$ cat src/include/psfb_pkg.sv
// constants and types shared by the phase-shifted bridge pwm block
package psfb_pkg;
	localparam int COUNT_W = 10;
	localparam int DB_W = 8;
	localparam int CUR_W = 10;
	// 600 ticks per switching period, counter runs 0..599
	localparam logic [9:0] PERIOD_VALUE = 10'h257;
	localparam logic [9:0] HALF_TICKS = 10'h12C;
	localparam logic [9:0] COUNT_ONE = 10'h001;
	localparam logic [9:0] COUNT_ZERO = 10'h000;
	// analog conversion sequence
	localparam logic [2:0] ADC_CONVERSIONS = 3'h5;
	localparam logic [2:0] ADC_GAP = 3'h4;
	// rect_mode port codes
	localparam logic [1:0] MODE_CODE_IDEAL = 2'h1;
	localparam logic [1:0] MODE_CODE_FORCED = 2'h2;
	typedef enum logic [1:0] {RECT_DIODE, RECT_IDEAL, RECT_FORCED} rect_mode_t;
endpackage : psfb_pkg

$ cat src/hdl/phase_shift_bridge_pwm.sv
// phase-shifted full-bridge pwm with rectifier drive and trip
//
// Contract
// each of three timers spans 600 count ticks per switching period.
// leg timers count up only; rectifier timer counts up then down.
// each leg drives a complementary pair, 50% duty each.
// leg b phase adjustable while running, counters never stop.
// phase command sets leg shift; more shift, more diagonal overlap.
// controller computes phase offset as Q24 phase times period over 2^25.
// each diagonal pair is on together once per period.
// overlap is largest as shift approaches 180 degrees.
// control interrupt on leg a counter equal to zero.
// controller writes both phase offsets inside each interrupt.
// conversion trigger sits at midpoint of diagonal overlap.
// leg b trigger a starts five conversions once per period.
// controller rescales each 12-bit result to Q24.
// current above 10-bit threshold gives one-shot trip to all timers.
// trip forces all six outputs low at once.
// trip holds outputs low until device reset.
// leg a drives passive-active pair, leg b other pair, rectifier its two.
// rectifier modes: off, on in matching overlap, off in opposite overlap.
// mode and phase changes give no glitches on outputs; mode here switches at the rectifier valley, even mid-pulse.
// each leg has its own programmable dead band.
// new phase offsets take effect at the counter sync event.
`timescale 1ns/1ps
module phase_shift_bridge_pwm import psfb_pkg::*; (
	// clock and reset
	input wire logic core_clk,
	input wire logic reset,
	// phase and dead band settings
	input wire logic [9:0] leg_b_phase_offset,
	input wire logic [9:0] rectifier_phase_offset,
	input wire logic [7:0] passive_active_dead_band,
	input wire logic [7:0] active_passive_dead_band,
	input wire logic [1:0] rect_mode,
	// overcurrent comparison
	input wire logic [9:0] winding_current,
	input wire logic [9:0] trip_threshold,
	// gate drive outputs
	output logic leg_a_out_hi,
	output logic leg_a_out_lo,
	output logic leg_b_out_hi,
	output logic leg_b_out_lo,
	output logic rect_out_one,
	output logic rect_out_two,
	// events
	output logic counter_zero_event,
	output logic conversion_trigger_a,
	output logic adc_convert_start,
	output logic [2:0] adc_channel,
	output logic trip_active
);
	function automatic logic [9:0] clamp(input logic [9:0] v,
		input logic [9:0] top);
		clamp = (v > top) ? top : v;
	endfunction : clamp

	// {hi, lo}: hi in first half, lo in second, both delayed by dead band
	function automatic logic [1:0] leg_drive(input logic [9:0] cnt,
		input logic [7:0] db);
		logic [9:0] dbw;
		dbw = {2'h0, db};
		leg_drive = {(cnt >= dbw) && (cnt < HALF_TICKS),
			cnt >= HALF_TICKS + dbw};
	endfunction : leg_drive

	logic [9:0] a_count;
	logic [9:0] b_count;
	logic [9:0] r_count;
	logic r_down;
	logic [9:0] phase_q;
	logic trip_q;
	logic over;
	logic force_low;
	logic sync_evt;
	logic [1:0] a_drv;
	logic [1:0] b_drv;
	logic diag_one;
	logic diag_two;
	logic trig_hit;
	rect_mode_t mode_q;
	rect_mode_t mode_in;
	logic [2:0] adc_left_q;
	logic [2:0] adc_gap_q;

	// leg b and rectifier reload when leg a wraps to zero
	assign sync_evt = (a_count == PERIOD_VALUE);

	pwm_time_base #(.UP_DOWN(1'b0)) leg_a_timer (
		.core_clk(core_clk),
		.reset(reset),
		.sync_load(1'b0),
		.phase_value(COUNT_ZERO),
		.count_q(a_count),
		.down_q()
	);

	pwm_time_base #(.UP_DOWN(1'b0)) leg_b_timer (
		.core_clk(core_clk),
		.reset(reset),
		.sync_load(sync_evt),
		.phase_value(clamp(leg_b_phase_offset, PERIOD_VALUE)),
		.count_q(b_count),
		.down_q()
	);

	pwm_time_base #(.UP_DOWN(1'b1)) rectifier_timer (
		.core_clk(core_clk),
		.reset(reset),
		.sync_load(sync_evt),
		.phase_value(clamp(rectifier_phase_offset, HALF_TICKS)),
		.count_q(r_count),
		.down_q(r_down)
	);

	always_ff @(posedge core_clk) begin
		if (reset)
			phase_q <= COUNT_ZERO;
		else if (sync_evt)
			phase_q <= clamp(leg_b_phase_offset, PERIOD_VALUE);
	end

	assign a_drv = leg_drive(a_count, passive_active_dead_band);
	assign b_drv = leg_drive(b_count, active_passive_dead_band);
	// raw overlaps ignore dead band; leg b leads leg a by phase_q ticks
	assign diag_one = (a_count < HALF_TICKS)
		&& (b_count >= HALF_TICKS);
	assign diag_two = (a_count >= HALF_TICKS)
		&& (b_count < HALF_TICKS);

	// overcurrent comparator, latched until reset
	assign over = winding_current > trip_threshold;
	assign force_low = over || trip_q;

	always_ff @(posedge core_clk) begin
		if (reset)
			trip_q <= 1'b0;
		else if (over)
			trip_q <= 1'b1;
	end

	always_ff @(posedge core_clk) begin
		if (reset)
			trip_active <= 1'b0;
		else
			trip_active <= force_low;
	end

	always_comb begin
		unique case (rect_mode)
			MODE_CODE_IDEAL: mode_in = RECT_IDEAL;
			MODE_CODE_FORCED: mode_in = RECT_FORCED;
			default: mode_in = RECT_DIODE;
		endcase
	end

	// mode taken at the rectifier valley; the new mode applies mid-pulse if the valley falls inside one
	always_ff @(posedge core_clk) begin
		if (reset)
			mode_q <= RECT_DIODE;
		else if (r_count == COUNT_ZERO && !r_down)
			mode_q <= mode_in;
	end

	always_ff @(posedge core_clk) begin
		if (reset || force_low) begin
			leg_a_out_hi <= 1'b0;
			leg_a_out_lo <= 1'b0;
			leg_b_out_hi <= 1'b0;
			leg_b_out_lo <= 1'b0;
			rect_out_one <= 1'b0;
			rect_out_two <= 1'b0;
		end else begin
			leg_a_out_hi <= a_drv[1];
			leg_a_out_lo <= a_drv[0];
			leg_b_out_hi <= b_drv[1];
			leg_b_out_lo <= b_drv[0];
			unique case (mode_q)
				RECT_IDEAL: begin
					rect_out_one <= diag_one;
					rect_out_two <= diag_two;
				end
				RECT_FORCED: begin
					rect_out_one <= !diag_two;
					rect_out_two <= !diag_one;
				end
				RECT_DIODE: begin
					rect_out_one <= 1'b0;
					rect_out_two <= 1'b0;
				end
			endcase
		end
	end

	// high while leg a counter reads zero after a wrap from 599
	always_ff @(posedge core_clk) begin
		if (reset)
			counter_zero_event <= 1'b0;
		else
			counter_zero_event <= sync_evt;
	end

	// midpoint of diag_one, seen on the leg b count
	assign trig_hit = (phase_q != COUNT_ZERO) &&
		(b_count == HALF_TICKS + {1'b0, phase_q[9:1]});

	always_ff @(posedge core_clk) begin
		if (reset)
			conversion_trigger_a <= 1'b0;
		else
			conversion_trigger_a <= trig_hit;
	end

	always_ff @(posedge core_clk) begin
		if (reset) begin
			adc_left_q <= 3'h0;
			adc_gap_q <= 3'h0;
			adc_convert_start <= 1'b0;
			adc_channel <= 3'h0;
		end else begin
			adc_convert_start <= 1'b0;
			if (trig_hit) begin
				adc_left_q <= ADC_CONVERSIONS;
				adc_gap_q <= 3'h0;
			end else if (adc_left_q != 3'h0) begin
				if (adc_gap_q == 3'h0) begin
					adc_convert_start <= 1'b1;
					adc_channel <= ADC_CONVERSIONS - adc_left_q;
					adc_left_q <= adc_left_q - 3'h1;
					adc_gap_q <= ADC_GAP - 3'h1;
				end else begin
					adc_gap_q <= adc_gap_q - 3'h1;
				end
			end
		end
	end
endmodule : phase_shift_bridge_pwm

$ cat src/hdl/pwm_time_base.sv
// time-base counter, up or up-down, with phase load on sync
`timescale 1ns/1ps
module pwm_time_base import psfb_pkg::*; #(
	parameter bit UP_DOWN = 1'b0
) (
	// clock and reset
	input wire logic core_clk,
	input wire logic reset,
	// synchronisation
	input wire logic sync_load,
	input wire logic [9:0] phase_value,
	// counter state
	output logic [9:0] count_q,
	output logic down_q
);
	always_ff @(posedge core_clk) begin
		if (reset) begin
			count_q <= COUNT_ZERO;
			down_q <= 1'b0;
		end else if (sync_load) begin
			count_q <= phase_value;
			down_q <= 1'b0;
		end else if (!UP_DOWN) begin
			count_q <= (count_q == PERIOD_VALUE) ? COUNT_ZERO
				: count_q + COUNT_ONE;
			down_q <= 1'b0;
		end else if (!down_q) begin
			// top of the triangle is HALF_TICKS, 600 states per period
			if (count_q >= HALF_TICKS) begin
				count_q <= HALF_TICKS - COUNT_ONE;
				down_q <= 1'b1;
			end else begin
				count_q <= count_q + COUNT_ONE;
			end
		end else if (count_q <= COUNT_ONE) begin
			count_q <= COUNT_ZERO;
			down_q <= 1'b0;
		end else begin
			count_q <= count_q - COUNT_ONE;
		end
	end
endmodule : pwm_time_base

$ cat config.mk
export PLATFORM = sky130hd
export DESIGN_NAME = phase_shift_bridge_pwm
export DESIGN_NICKNAME = d
export VERILOG_FILES = /design/src/include/psfb_pkg.sv /design/src/hdl/phase_shift_bridge_pwm.sv /design/src/hdl/pwm_time_base.sv
export SDC_FILE = /design/constraint.sdc
export NUM_CORES = 1
export LEC_CHECK = 0
export BUFFER_PORTS_ARGS = -buffer_cell sky130_fd_sc_hd__buf_2
export CAP_MARGIN = 30
export CORE_MARGIN = 4
export CORE_UTILIZATION = 23
export DETAILED_ROUTE_END_ITERATION = 8
export GPL_ROUTABILITY_DRIVEN = 0
export PLACE_DENSITY = 0.42
export RECOVER_POWER = 50
export SLEW_MARGIN = 20
export SYNTH_ARGS = -nofsm -noshare
export SYNTH_HDL_FRONTEND = slang
export SYNTH_SLANG_ARGS = --single-unit
$ cat constraint.sdc
create_clock -name core_clk -period 2.85 [get_ports core_clk]
set_input_delay 0 -clock core_clk [delete_from_list [all_inputs] [get_ports core_clk]]
set_output_delay 0 -clock core_clk [all_outputs]
set_load 0.02 [all_outputs]
==> impl_metrics.py <==
metrics = {
    "outcome": {
        "status": "finished, final reports clean",
    },
    "synth": {
        "synth_common_cells": "63 x dfxtp_1, 58 x ha_1, 48 x nor2_1",
        "synthFlopType": "dfxtp_1",
        "async_reset_ff_frac": 0,
        "syn_area_per_cell_um2": 8.16,
        "synth_top_area_share": 0.280,
        "synth-seq-cells": 63,
        "yosys_warnings": 0,
        "yosys-top-cells-area": "dfxtp_1 28%, ha_1 16%, xor2_1 4.3%, xnor2_1 4.1%, nor2_1 4.0%",
        "synth_area_mm2": 0.00451,
        "synth_top_area_cell": "dfxtp_1",
        "postSynthCellCount": 553,
        "ys_types": 66,
        "ys_seq_area_frac": 0.280,
        "yosysMostFrequentCell": "dfxtp_1",
        "synth.net_count": 671,
        "synth-edff-count": 0,
    },
    "floorplan": {
        "ios": 73,
        "num_rows": 50,
        "floorplan.initialDensity": 0.237,
        "dieArea_mm2": 0.0219,
        "die_w_um": 148,
        "core_mm2": 0.0190,
        "die_h_um": 148,
    },
    "grt": {
        "grtUsageTotal": 0.120,
        "grt_overflow": 0,
        "antenna_found_initial": 0,
        "grt_pass1_vias": 4259,
        "grt_max_degree": 24,
        "grt_pass1_wl_um": 21200,
    },
    "critical_path": {
        "worstReg2RegEnd": "rectifier_timer.count_q[8]",
        "crit_arrival_ns": 2.80,
        "crit_type": "reg2reg",
        "cp_slowest_cell": "or4_4",
        "regToRegSetupSlack_ns": 0.27,
        "endpoint_kind": "flop",
        "worst_r2r_path_depth": 4,
        "crit_required_ns": 3.07,
        "crit_chain": "or4b_1, or4_4, o311a_1, dlygate4sd3_1",
        "start_kind": "flop",
        "r2r_start": "leg_a_timer.count_q[8]",
        "slowest_delay_ns": 0.61,
        "path_max_fanout": 12,
    },
    "power": {
        "pwr-share-seq": 0.356,
        "internal_power_mw": 2.01,
        "p_sw_frac": 0.267,
        "cellPowerDensity_mw_per_mm2": 491,
        "peakVddDrop_uv": 277,
        "p_total_mw": 2.75,
        "p_sw_mw": 0.733,
        "power_frac_comb": 0.193,
        "leakage_nw": 2.42,
        "clkPwrFrac": 0.451,
    },
    "drt": {
        "wirelength_um": 13000,
        "vias": 4208,
        "avgRoutedWirePerCell_um": 14.5,
        "firstDrtPassIters": 4,
        "drc": 0,
        "first_iter_violations": 277,
        "viasPerCell": 4.67,
        "ant_nets": 0,
    },
    "sta": {
        "relSlewSlack": 0.441,
        "tightest_slew_ns": 0.832,
        "clock.fmax_ghz": 0.387,
        "setup_tns_ns": 0,
        "slew_viol_final": 0,
        "finalClockSkew_ns": 0.00688,
        "rsz0062_at_grt": "false",
        "period_share": 0.907,
        "setup_viol": 0,
        "finalHoldViolations": 0,
        "post-route-min-period_ns": 2.58,
    },
    "clock_tree": {
        "cts_tree": "done",
        "clkTransAtPathRegs_ns": 0.06,
        "ctsLongestPathBuffers": 2,
        "cts_sinks": 63,
        "numCtsBuffers": 9,
        "worstSkewPairLatency_ns": 0.33,
        "root_buffer": "clkbuf_16",
        "cts_max_level": 3,
        "postCtsResizedCells": 0,
    },
    "final_layout": {
        "nets": 755,
        "drive_gt1_frac": 0.139,
        "antenna_cells": 0,
        "syn_to_final_growth_pct": 23.9,
    },
    "placement": {
        "dp_hpwl_um": 10100,
        "port_buffers": 72,
    },
    "worst_hold_path": {
        "whs_path_depth": 3,
        "hold_path_class": "in2reg",
        "whs_endpoint": "rectifier_timer.count_q[3]",
        "hp-start": "rectifier_phase_offset[3]",
    },
    "run": {
        "maxCapViolCount": 0,
    },
}
-- final cells by class --
cell class              count  area, um2
clock buffers              11        233
clock inverters             4       95.1
fillers                  2096      13400
inverters                  49        185
multi-input cells         421       2950
flip-flops and latches     63       1260
well taps                 260        325
repair buffers             93        537
-- kinds of logic after synthesis --
kind of cell | share of synthesized area
buffers and inverters | 0.0616
adders and majority gates | 0.161
xor gates and xnor gates | 0.0835
and+or+nand+nor | 0.197
muxes | 0.00915
AOI/OAI and AO/OA | 0.209
DFF | 0.280
-- flip-flops by register name (all words and copies together) (netlist names) --
signal,count
trip_active,1
adc_gap_q,3
leg_a_out_hi,1
trip_q,1
phase_q,10
leg_b_timer.count_q,10
adc_left_q,3
mode_q,2
rectifier_timer.count_q,10
rect_out_one,1
rectifier_timer.down_q,1
leg_b_out_hi,1
leg_b_out_lo,1
leg_a_timer.count_q,10
leg_a_out_lo,1
adc_channel,3
rect_out_two,1
adc_convert_start,1
counter_zero_event,1
conversion_trigger_a,1
-- critical path, delay by kind of cell (launching register included) --
family	cells	cell delay, ns
AOI/OAI and AO/OA	1	0.33
buffers and inverters	1	0.56
DFF	1	0.37
and+or+nand+nor	2	1.21
-- metrics by stage --
stage	util	worst slack [ns]	cells	instance area [um2]	hold WS, ns
4_1_cts	0.296	0.260	901	5630	0.00260
6_report	0.294	0.266	901	5590	0.00835
3_5_place_dp	0.270	0.402	869	5130	0.257
5_1_grt	0.294	0.169	901	5590	0.0231
2_1_floorplan	-	0.825	553	4510	0.109
3_3_place_gp	0.270	0.476	869	5130	0.246
-- worst max-delay path by stage --
stage                           startpoint                    endpoint  slack, ns  cells past startpoint
floorplan                       phase_q[3]              adc_channel[0]       0.83                      8
global placement    leg_a_timer.count_q[8]  rectifier_timer.count_q[0]       0.48                      5
detailed placement  leg_a_timer.count_q[8]  rectifier_timer.count_q[0]       0.40                      5
CTS                 leg_a_timer.count_q[8]  rectifier_timer.count_q[8]       0.26                      4
global route        leg_a_timer.count_q[8]      leg_b_timer.count_q[3]       0.17                      5
finish              leg_a_timer.count_q[8]  rectifier_timer.count_q[8]       0.27                      4
-- per-layer routing --
layer  GRT usage  share of wire  up-vias
li1            -              -     2132
met1       0.158           0.47     1954
met2       0.196           0.46      109
met3      0.0238          0.052       13
met4      0.0388          0.015        0
met5           0              0        -
-- power by group through the flow --
stage	Sequential [mW]	Clock, mW	Combinational, mW
finish	0.979	1.24	0.530
global route	0.986	1.30	0.599
CTS	0.978	1.27	0.546
detailed placement	0.997	0	0.524
global placement	0.995	0	0.514
floorplan	1.01	0	0.339
-- what timing repair did --
action / in CTS / in global routing
endpoints found under the setup margin: 0 / 0
endpoints found under the hold margin: 19 / 0
hold buffers: 17 / 0
setup buffers: 0 / 0
-- placed cells by master (no fill, tap or decap), types with 4 or more instances in the layout --
cell type,instances
a211oi_1,14
dlygate4sd3_1,17
clkbuf_1,17
and3_1,7
nand4_1,9
inv_1,47
o211ai_1,4
dfxtp_1,63
xnor2_1,21
nand2b_1,9
a21o_1,9
nor2_1,48
nand3_1,29
o21ai_0,34
o22ai_1,5
a221oi_1,4
buf_2,59
nor3_1,8
xor2_1,22
a21oi_1,30
ha_1,58
nand3b_1,4
nand2_1,35
a31oi_1,10
a22o_1,4
nor2b_1,7
clkbuf_16,9
No activity file was read; power rests on OpenSTA's default activity.
